<file path="src/inc/rtcu_pkg.sv">
// constants and types for the rotate-through-carry unit
package rtcu_pkg;
   localparam int OPC_MSB = 11;
   localparam int OPC_LSB = 6;
   localparam int DEST_BIT = 5;
   localparam int ADDR_MSB = 4;
   localparam int ADDR_W = 5;
   localparam int DATA_W = 8;
   localparam int INSTR_W = 12;
   localparam logic [5:0] OPC_ROT_LEFT = 6'h0d;
   localparam logic [5:0] OPC_ROT_RIGHT = 6'h0c;
   localparam logic DEST_W = 1'b0;
   localparam logic DEST_F = 1'b1;
   localparam int STATUS_CARRY_BIT = 0;
   localparam int OSC_PERIOD_NS = 4;
   localparam int INSTR_CYCLE_NS = 16;
   localparam int PHASES_PER_INSTR = INSTR_CYCLE_NS / OSC_PERIOD_NS;
   localparam logic [1:0] PHASE_STEP = 2'h1;

   typedef enum logic [1:0] {
      PH_Q1 = 2'b00,
      PH_Q2 = 2'b01,
      PH_Q3 = 2'b10,
      PH_Q4 = 2'b11
   } rtcu_phase_type;
endpackage

</file>
<file path="src/verilog/rtcu_top.sv">
// rotate-through-carry slice of the core alu
module rtcu_top
   import rtcu_pkg::*;
(
   input wire logic mclk,
   input wire logic resetn,
   input wire logic clk_en,
   input wire logic instr_valid,
   input wire logic [INSTR_W-1:0] instr,
   input wire logic [DATA_W-1:0] file_rdata,
   input wire logic status_carry,
   output logic [1:0] phase,
   output logic busy,
   output logic [ADDR_W-1:0] file_addr,
   output logic file_we,
   output logic w_we,
   output logic [DATA_W-1:0] result_data,
   output logic carry_we,
   output logic carry_data
);
   logic rst_meta_q;
   logic rst_n_q;
   rtcu_phase_type phase_q;
   logic busy_q;
   logic left_q;
   logic dest_q;
   logic [ADDR_W-1:0] addr_q;
   logic [DATA_W-1:0] src_q;
   logic cin_q;
   logic [DATA_W-1:0] rot_data;
   logic rot_carry;
   logic [DATA_W-1:0] result_q;
   logic carry_q;
   logic file_we_q;
   logic w_we_q;
   logic [5:0] opc;
   logic is_rot;

   // reset release through two flops
   always_ff @(posedge mclk or negedge resetn) begin
      if (!resetn) begin
         rst_meta_q <= 1'b0;
         rst_n_q <= 1'b0;
      end else begin
         rst_meta_q <= 1'b1;
         rst_n_q <= rst_meta_q;
      end
   end

   assign opc = instr[OPC_MSB:OPC_LSB];
   assign is_rot = (opc == OPC_ROT_LEFT) || (opc == OPC_ROT_RIGHT);

   // four-phase instruction cycle
   always_ff @(posedge mclk or negedge rst_n_q) begin
      if (!rst_n_q) begin
         phase_q <= PH_Q1;
      end else if (clk_en) begin
         phase_q <= rtcu_phase_type'(phase_q + PHASE_STEP);
      end
   end

   // instruction capture at the first phase
   always_ff @(posedge mclk or negedge rst_n_q) begin
      if (!rst_n_q) begin
         busy_q <= 1'b0;
         left_q <= 1'b0;
         dest_q <= DEST_F;
         addr_q <= '0;
      end else if (clk_en && phase_q == PH_Q1) begin
         busy_q <= instr_valid && is_rot;
         left_q <= (opc == OPC_ROT_LEFT);
         dest_q <= instr[DEST_BIT];
         addr_q <= instr[ADDR_MSB:0];
      end
   end

   // operand read during the second phase
   always_ff @(posedge mclk or negedge rst_n_q) begin
      if (!rst_n_q) begin
         src_q <= '0;
         cin_q <= 1'b0;
      end else if (clk_en && phase_q == PH_Q2 && busy_q) begin
         src_q <= file_rdata;
         cin_q <= status_carry;
      end
   end

   rtcu_rotator u_rot (
      .dir_left(left_q),
      .din(src_q),
      .cin(cin_q),
      .dout(rot_data),
      .cout(rot_carry)
   );

   // result and write strobes, one phase wide in the last phase
   always_ff @(posedge mclk or negedge rst_n_q) begin
      if (!rst_n_q) begin
         result_q <= '0;
         carry_q <= 1'b0;
         file_we_q <= 1'b0;
         w_we_q <= 1'b0;
      end else if (clk_en) begin
         if (phase_q == PH_Q3 && busy_q) begin
            result_q <= rot_data;
            carry_q <= rot_carry;
            file_we_q <= (dest_q == DEST_F);
            w_we_q <= (dest_q == DEST_W);
         end else begin
            file_we_q <= 1'b0;
            w_we_q <= 1'b0;
         end
      end
   end

   assign phase = phase_q;
   assign busy = busy_q;
   assign file_addr = addr_q;
   assign file_we = file_we_q;
   assign w_we = w_we_q;
   assign result_data = result_q;
   assign carry_we = file_we_q || w_we_q;
   assign carry_data = carry_q;

   rot_left_a: assert property (@(posedge mclk)
      disable iff (!rst_n_q)
      carry_we && left_q |->
         result_data == {src_q[6:0], cin_q} && carry_data == src_q[7])
      else $error("rotate left result wrong");

   rot_right_a: assert property (@(posedge mclk)
      disable iff (!rst_n_q)
      carry_we && !left_q |->
         result_data == {cin_q, src_q[7:1]} && carry_data == src_q[0])
      else $error("rotate right result wrong");

   left_dec_a: assert property (@(posedge mclk)
      disable iff (!rst_n_q)
      clk_en && phase_q == PH_Q1 && instr_valid && is_rot |=>
         left_q == $past(instr[OPC_LSB]))
      else $error("rotate direction not decoded");

   carry_src_a: assert property (@(posedge mclk)
      disable iff (!rst_n_q)
      clk_en && phase_q == PH_Q2 && busy_q |=> cin_q == $past(status_carry))
      else $error("carry not taken from status");

   src_hold_a: assert property (@(posedge mclk)
      disable iff (!rst_n_q)
      !(clk_en && phase_q == PH_Q2 && busy_q) |=>
         $stable(src_q) && $stable(cin_q))
      else $error("operand changed outside its read phase");

   dest_acc_a: assert property (@(posedge mclk)
      disable iff (!rst_n_q)
      w_we |-> !file_we && dest_q == DEST_W)
      else $error("accumulator write with wrong destination");

   dest_file_a: assert property (@(posedge mclk)
      disable iff (!rst_n_q)
      file_we |->
         !w_we && dest_q == DEST_F && file_addr == $past(file_addr, 2))
      else $error("file write with wrong destination");

   addr_take_a: assert property (@(posedge mclk)
      disable iff (!rst_n_q)
      clk_en && phase_q == PH_Q1 && instr_valid && is_rot |=>
         busy_q && file_addr == $past(instr[4:0]) && dest_q == $past(instr[5]))
      else $error("operand not captured");

   addr_hold_a: assert property (@(posedge mclk)
      disable iff (!rst_n_q)
      !(clk_en && phase_q == PH_Q1) |=> $stable(file_addr) && $stable(busy))
      else $error("address changed outside capture phase");

   one_strobe_a: assert property (@(posedge mclk)
      disable iff (!rst_n_q)
      carry_we |-> ((phase_q == PH_Q4) and (clk_en |=> !carry_we)))
      else $error("write strobe outside last phase or too long");

   one_cycle_a: assert property (@(posedge mclk)
      disable iff (!rst_n_q)
      clk_en && phase_q == PH_Q1 && instr_valid && is_rot ##1 clk_en [*2]
         |=> carry_we)
      else $error("rotate not finished in one instruction cycle");

   result_hold_a: assert property (@(posedge mclk)
      disable iff (!rst_n_q)
      !(clk_en && phase_q == PH_Q3 && busy_q) |=>
         $stable(result_data) && $stable(carry_data))
      else $error("result changed before the next rotate");

   en_freeze_a: assert property (@(posedge mclk)
      disable iff (!rst_n_q)
      !clk_en |=> $stable(phase_q) && $stable(busy_q) && $stable(file_addr) &&
         $stable(src_q) && $stable(carry_we))
      else $error("state moved while clock enable low");

   non_rot_a: assert property (@(posedge mclk)
      disable iff (!rst_n_q)
      clk_en && phase_q == PH_Q1 && !(instr_valid && is_rot) |=> !busy_q)
      else $error("non-rotate instruction accepted");

   idle_quiet_a: assert property (@(posedge mclk)
      disable iff (!rst_n_q)
      !busy_q |-> !carry_we)
      else $error("write strobe without a rotate");

   phase_step_a: assert property (@(posedge mclk)
      disable iff (!rst_n_q)
      clk_en && phase_q == PH_Q1 ##1 clk_en [*3] |=> phase_q == PH_Q1)
      else $error("instruction cycle not four phases");

   phase_order_a: assert property (@(posedge mclk)
      disable iff (!rst_n_q)
      clk_en |=> phase_q == rtcu_phase_type'($past(phase_q) + PHASE_STEP))
      else $error("phase did not advance by one");

   reset_idle_a: assert property (@(posedge mclk)
      !rst_n_q |-> phase_q == PH_Q1 && !busy && !carry_we)
      else $error("outputs not idle in reset");
endmodule // rtcu_top

</file>
<file path="src/verilog/rtcu_rotator.sv">
// one-bit rotate of a byte through a carry bit
module rtcu_rotator
   import rtcu_pkg::*;
(
   input wire logic dir_left,
   input wire logic [DATA_W-1:0] din,
   input wire logic cin,
   output logic [DATA_W-1:0] dout,
   output logic cout
);
   always_comb begin
      if (dir_left) begin
         dout = {din[DATA_W-2:0], cin};
         cout = din[DATA_W-1];
      end else begin
         dout = {cin, din[DATA_W-1:1]};
         cout = din[0];
      end
   end
endmodule // rtcu_rotator

</file>
<file path="config.mk">
export PLATFORM = sky130hd
export DESIGN_NAME = rtcu_top
export DESIGN_NICKNAME = d
export VERILOG_FILES = /design/src/inc/rtcu_pkg.sv /design/src/verilog/rtcu_top.sv /design/src/verilog/rtcu_rotator.sv
export SDC_FILE = /design/constraint.sdc
export NUM_CORES = 1
export LEC_CHECK = 0
export CAP_MARGIN = 10
export CORE_UTILIZATION = 40
export DETAILED_ROUTE_END_ITERATION = 12
export DONT_BUFFER_PORTS = 1
export PLACE_DENSITY_LB_ADDON = 0.05
export SLEW_MARGIN = 20
export SYNTH_ARGS = -nofsm -noshare
export SYNTH_HDL_FRONTEND = slang
export SYNTH_SLANG_ARGS = --single-unit
</file>
<file path="constraint.sdc">
create_clock -name mclk -period 1.7 [get_ports mclk]
set_input_delay 0.085 -clock mclk [delete_from_list [all_inputs] [get_ports mclk]]
set_output_delay 0.085 -clock mclk [all_outputs]
set_load 0.005 [all_outputs]
</file>
==> run_results.csv, run 1 <==
group,metric,value,unit
floorplan,fp.dieW,60.87,um
sta,max_freq,0.6324,GHz
floorplan,start_util,41.54,%
logic_synthesis,synth-edff-count,0,
finish,area_delta_synth_final,26.62,%
logic_synthesis,synth-async-reset-ratio,100.0,%
setup_path,path_class,"register to register",
pwr,switchingPower,0.7386,mW
pwr,finalPower,2.364,mW
setup_path,crit_arrival,1.84,ns
logic_synthesis,ys_types,23,
sta,finalSetupViolCount,0,
sta,rsz0062_at_grt,"no",
global_route,grt_first_pass_wirelength,4.312,mm
floorplan,num_rows,21,
sta,finalSetupTns,0,ns
logic_synthesis,synth_area,1386,um^2
setup_path,rr_worst_depth,5,
place,gp_congestion,0.7477,
clock_network,cts_buffer_depth,2,
floorplan,fp.coreArea,3337,um^2
route,first_pass_iters,4,
clock_network,cts.sinks,32,
finish,diodes,0,
clock_network,clk_transition_reported_paths,0.11,ns
sta,period_share,93.01,%
setup_path,r2r_end,"left_q$_DFFE_PN0P_",
logic_synthesis,syn_avg_cell_area,13.59,um^2
setup_path,cp.required,1.96,ns
floorplan,io_pins,45,
logic_synthesis,yosysSeqAreaShare,57.85,%
pwr,p_int,1.625,mW
finish,drive_gt1_share,26.72,%
global_route,use_met1,20.76,%
setup_path,r2r-start,"phase[0]$_DFFE_PN0P_",
logic_synthesis,ys.warnings.count,0,
global_route,gr-total-overflow,0,
clock_network,clock_latency,0.34,ns
clock_network,cts_tree,"done",
global_route,grt_pass1_vias,938,
pwr,switching_share,31.24,%
clock_network,htree_levels,2,
pwr,seqPwrFrac,52.1,%
pwr,combPwrFrac,23.1,%
setup_path,critPathLaunch,"phase[0]$_DFFE_PN0P_",
finish,final_nets,158,
clock_network,cts_root_buf,"clkbuf_4",
place,portBuffers,0,
place,placedCellCount,145,
flow_run,maxCapViolCount,0,
min_path,min_path_cells,2,
setup_path,worstSetupStartpointType,"register",
route,vias,927,
global_route,grtUsageMet3,9.382,%
pwr,vdd_drop_max,1.112,mV
pwr,p_clk_share,24.8,%
pwr,total_leakage_power,0.7608,nW
route,via_per_inst,5.237,
setup_path,setup.worst_path.end,"left_q$_DFFE_PN0P_",
sta,slew_violations,0,
logic_synthesis,synthFlopType,"dfrtp_1",
route,drtAntennaViolNets,0,
sta,hold_violations,0,
clock_network,numCtsBuffers,5,
global_route,grtUsageTotal,16.75,%
setup_path,crit_path_max_fanout,4,
global_route,top_usage_layer,"met2",
clock_network,post_cts.repair.setup_buffers,0,
route,drt-initial-drc-count,27,
place,hpwl,1.842,mm
sta,tightest_slew,0.5477,ns
sta,fin_worst_skew,0.01295,ns
status,status,"complete, no violations",
sta,maxSlewHeadroom,63.36,%
floorplan,die_y,60.87,um
logic_synthesis,ys_seq_elements,32,
route,drc,0,
route,post_drt_wl_per_cell,15.03,um
sta,fin_crit,1.581,ns
pwr,cellPowerDensity,1347,nW/um^2
setup_path,cp-end-kind,"register",
global_route,grt_max_degree,17,
global_route,use_met2,24.18,%
finish,instances_no_fill,177,
route,drt-total-wl,2.660,mm
logic_synthesis,syn_inst,102,
min_path,min_path_type,"primary input to register",
global_route,antenna_found_initial,0,
logic_synthesis,synth_nets,130,
floorplan,die_area,3705,um^2
setup_path,rrSetupSlack,0.12,ns
==> sequential cells by signal (all words and copies together) (netlist names), 2 cells and up <==
| signal | flops |
|---|---|
| phase | 2 |
| src_q | 8 |
| result_data | 8 |
| file_addr | 5 |
==> synth_stat cells, types with 2 or more instances <==
cell type / count / area share, %
ha_1: 3 / 2.7
a22o_1: 2 / 1.3
a21oi_1: 9 / 3.2
mux2i_1: 9 / 6.5
a31oi_1: 9 / 4.1
mux2_2: 15 / 12
inv_1: 4 / 1.1
buf_2: 3 / 1.1
nand4b_1: 2 / 1.3
buf_6: 2 / 1.6
o2bb2ai_1: 2 / 1.3
dfrtp_1: 31 / 56
==> power by group through the flow <==
stage	Clock (mW)	Sequential (mW)	Combinational, mW
6_report	0.585	1.23	0.547
5_1_grt	0.637	1.27	0.631
4_1_cts	0.597	1.23	0.516
3_5_place_dp	0	1.25	0.465
3_3_place_gp	0	1.24	0.454
2_1_floorplan	0	1.18	0.405
==> layer usage <==
layer | routed length [um] | share of wire [%]
met5 | 0 | 0
met2 | 1242 | 47
met1 | 1112 | 42
met4 | 48 | 1.8
met3 | 258 | 9.7
==> cells by family (layout without fill, tap and decap cells) <==
logic type / after synthesis / after routing / share of synthesized area [%]
flops: 32 / 32 / 57.85
simple gates: 8 / 8 / 5.326
xor+xnor: 1 / 1 / 0.6319
buf+inv: 10 / 39 / 4.332
fa+ha+maj: 3 / 3 / 2.708
compound gates: 23 / 23 / 10.20
other cells: 1 / 1 / 0.2705
mux: 24 / 24 / 18.68
==> critical path, cell delays in order (launching register included) <==
cell	delay [ns]
dfrtp_2	0.46
inv_2	0.10
ha_4	0.15
nand4b_1	0.09
dlygate4sd3_1	0.58
o2bb2ai_1	0.12
==> stage by stage <==
step	hold WS (ns)	utilization, %	instance area (um^2)	worst slack [ns]
final	0.05753	52.61	1755	0.1188
after global placement	-0.2105	42.59	1421	0.3105
after global routing	0.04612	52.61	1755	0.02377
after detailed placement	-0.2105	42.59	1421	0.2746
after CTS	0.04392	52.19	1742	0.04849
after floorplan	-0.2106	-	1386	0.3265
==> placed cells by master, fill, tap and decap left out, drive strengths merged, types with 2 or more instances in the layout <==
| master | n |
|---|---|
| a21oi | 9 |
| a22o | 2 |
| a31oi | 9 |
| buf | 3 |
| clkbuf | 5 |
| dfrtp | 31 |
| dlygate4sd3 | 24 |
| ha | 3 |
| inv | 4 |
| mux2 | 15 |
| mux2i | 9 |
| nand2 | 2 |
| nand4b | 2 |
| o2bb2ai | 2 |
==> how the worst min path moves through the flow <==
stage / from / slack (ns) / end
final: clk_en / 0.06 / left_q$_DFFE_PN0P_
after global placement: resetn / -0.21 / rst_meta_q$_DFF_PN0_
after detailed placement: resetn / -0.21 / rst_meta_q$_DFF_PN0_
after floorplan: resetn / -0.21 / rst_meta_q$_DFF_PN0_
after CTS: clk_en / 0.04 / left_q$_DFFE_PN0P_
after global routing: clk_en / 0.05 / src_q[4]$_DFFE_PN0P_
==> layout make-up <==
cell class / instances / area, um^2
fill: 313 / 1582
sequential: 32 / 803.3
multi-input combinational: 60 / 536.8
timing repair buffer: 27 / 262.8
tap: 46 / 57.56
clock inverter: 3 / 42.54
clock buffer: 5 / 37.54
inverter: 4 / 15.01
==> timing repair <==
item,CTS,global route
hold buffers,24,0
gates resized for setup,0,5
endpoints found under the setup margin,0,2
hold endpoints to repair,32,0
Power figures use the tool's default switching activity.
==> run 2: changes to the inputs <==
CELL_PAD_IN_SITES_DETAIL_PLACEMENT = 1   (was default)
CELL_PAD_IN_SITES_GLOBAL_PLACEMENT = 1   (was default)
==> run 2 against run 1 <==
  * Combinational power rose by 2%
  * Clock skew fell by 0.0051 ns
  * Clock power fell by 30%
  * Final cell count did not move
  * Critical path type is now primary input to register
==> run_results.csv, run 2 (synthesis gave the netlist of run 1 again) <==
group,metric,value,unit
status,status,"complete, no violations",
sta,fin_worst_skew,0.007865,ns
setup_path,r2r_end,"busy$_DFFE_PN0P_",
pwr,vdd_drop_max,0.5891,mV
min_path,worstHoldStart,"clk_en",
finish,area_delta_synth_final,24.46,%
setup_path,crit_arrival,1.85,ns
clock_network,cts.sinks,32,
place,hpwl,2.034,mm
sta,finalSetupViolCount,0,
sta,finalSetupTns,0,ns
route,first_pass_iters,4,
global_route,gr-total-overflow,0,
setup_path,worstSetupStartpointType,"primary input",
place,gp_congestion,0.7363,
setup_path,cp-end-kind,"register",
clock_network,cts_buffer_depth,2,
finish,register_area,803.3,um^2
setup_path,path_class,"primary input to register",
setup_path,crit_path_max_fanout,15,
floorplan,die_area,3705,um^2
route,post_drt_wl_per_cell,17.46,um
clock_network,numCtsBuffers,5,
flow_run,maxCapViolCount,0,
floorplan,fp.coreArea,3337,um^2
finish,multi_input_area,536.8,um^2
sta,rsz0062_at_grt,"no",
clock_network,cts_root_buf,"clkbuf_4",
route,via_per_inst,5.390,
route,drt-total-wl,3.090,mm
sta,tightest_slew,0.5651,ns
floorplan,fp.dieW,60.87,um
global_route,grt_max_degree,17,
min_path,min_path_type,"primary input to register",
route,drc,0,
floorplan,num_rows,21,
min_path,hold_end,"busy$_DFFE_PN0P_",
pwr,finalPower,2.204,mW
clock_network,post_cts.repair.setup_buffers,0,
pwr,total_leakage_power,0.7515,nW
clock_network,cts_tree,"done",
global_route,grt_pass1_vias,1009,
setup_path,rr_worst_depth,5,
route,drtAntennaViolNets,0,
clock_network,clock_latency,0.33,ns
global_route,antenna_found_initial,0,
setup_path,r2r-start,"phase[0]$_DFFE_PN0P_",
global_route,grt_first_pass_wirelength,4.871,mm
finish,fill_cells,353,
place,portBuffers,0,
floorplan,io_pins,45,
floorplan,die_y,60.87,um
clock_network,htree_levels,2,
finish,final_common_cell,"dfrtp_1",
sta,maxSlewHeadroom,62.20,%
sta,slew_violations,0,
finish,final_nets,158,
pwr,cellPowerDensity,1278,nW/um^2
sta,max_freq,0.6286,GHz
finish,drive_gt1_share,25.19,%
global_route,grtUsageTotal,19.03,%
floorplan,start_util,41.54,%
min_path,min_path_cells,2,
sta,period_share,93.57,%
finish,diodes,0,
route,vias,954,
setup_path,rrSetupSlack,0.12,ns
finish,mostFrequentLayoutCells,"dfrtp_1 (30), dlygate4sd3_1 (24), mux2_2 (15)",
sta,fin_crit,1.591,ns
route,drt-initial-drc-count,14,
setup_path,cp.required,1.96,ns
sta,hold_violations,0,
clock_network,clk_transition_reported_paths,0.09,ns
-- run 2: metrics by stage --
stage               instances  hold slack [ns]  setup WS (ns)  util (%)  cell area [um^2]
finish                    177          0.06966         0.1093     51.71              1725
floorplan                 102          -0.2106         0.3265         -              1386
detailed placement        145          -0.2105         0.2291     42.59              1421
global route              177          0.08022        0.01911     51.71              1725
global placement          145          -0.2105         0.3143     42.59              1421
CTS                       177          0.04944        0.02977     51.29              1712
-- run 2: how the worst max path moves through the flow --
stage | from | end | cells past startpoint
global route | clk_en | busy$_DFFE_PN0P_ | 4
CTS | phase[1]$_DFFE_PN0P_ | busy$_DFFE_PN0P_ | 5
floorplan | phase[0]$_DFFE_PN0P_ | file_we$_DFFE_PN0P_ | 6
global placement | phase[0]$_DFFE_PN0P_ | file_addr[2]$_DFFE_PN0P_ | 4
finish | clk_en | busy$_DFFE_PN0P_ | 4
detailed placement | phase[0]$_DFFE_PN0P_ | result_data[6]$_DFFE_PN0P_ | 4
-- run 2: routing by layer --
layer	part of all wire [%]	wire length (um)	global-route usage (%)
met1	37	1152	20.56
met2	53	1634	32.65
met3	7.9	243	7.036
met4	1.9	59	9.740
met5	0	0	0
-- run 2: final cells by class --
class                   instances  area share (%)
repair buffers                 27           15.23
clock buffers                   7           2.611
flip-flops and latches         32           46.56
clock inverters                 1          0.2901
multi-input cells              60           31.11
inverters                       4          0.8702
well taps                      46           3.336
-- run 2: power breakdown --
| part | switching [mW] | internal, mW | leakage [nW] |
|---|---|---|---|
| clock network | 0.248 | 0.161 | 0.0293 |
| registers | 0.225 | 1.01 | 0.419 |
| logic | 0.253 | 0.304 | 0.303 |
| total | 0.726 | 1.48 | 0.751 |
-- run 2: worst max-delay path, stage by stage --
cell and delay, ns:
dlygate4sd3_1 0.90, nand4b_1 0.15, dlygate4sd3_1 0.58, o2bb2ai_1 0.13
-- run 2: timing repair --
item / CTS / global route
endpoints found under the hold margin: 32 / 0
hold buffers: 24 / 0
resized for setup: 0 / 5
setup endpoints to repair: 0 / 1
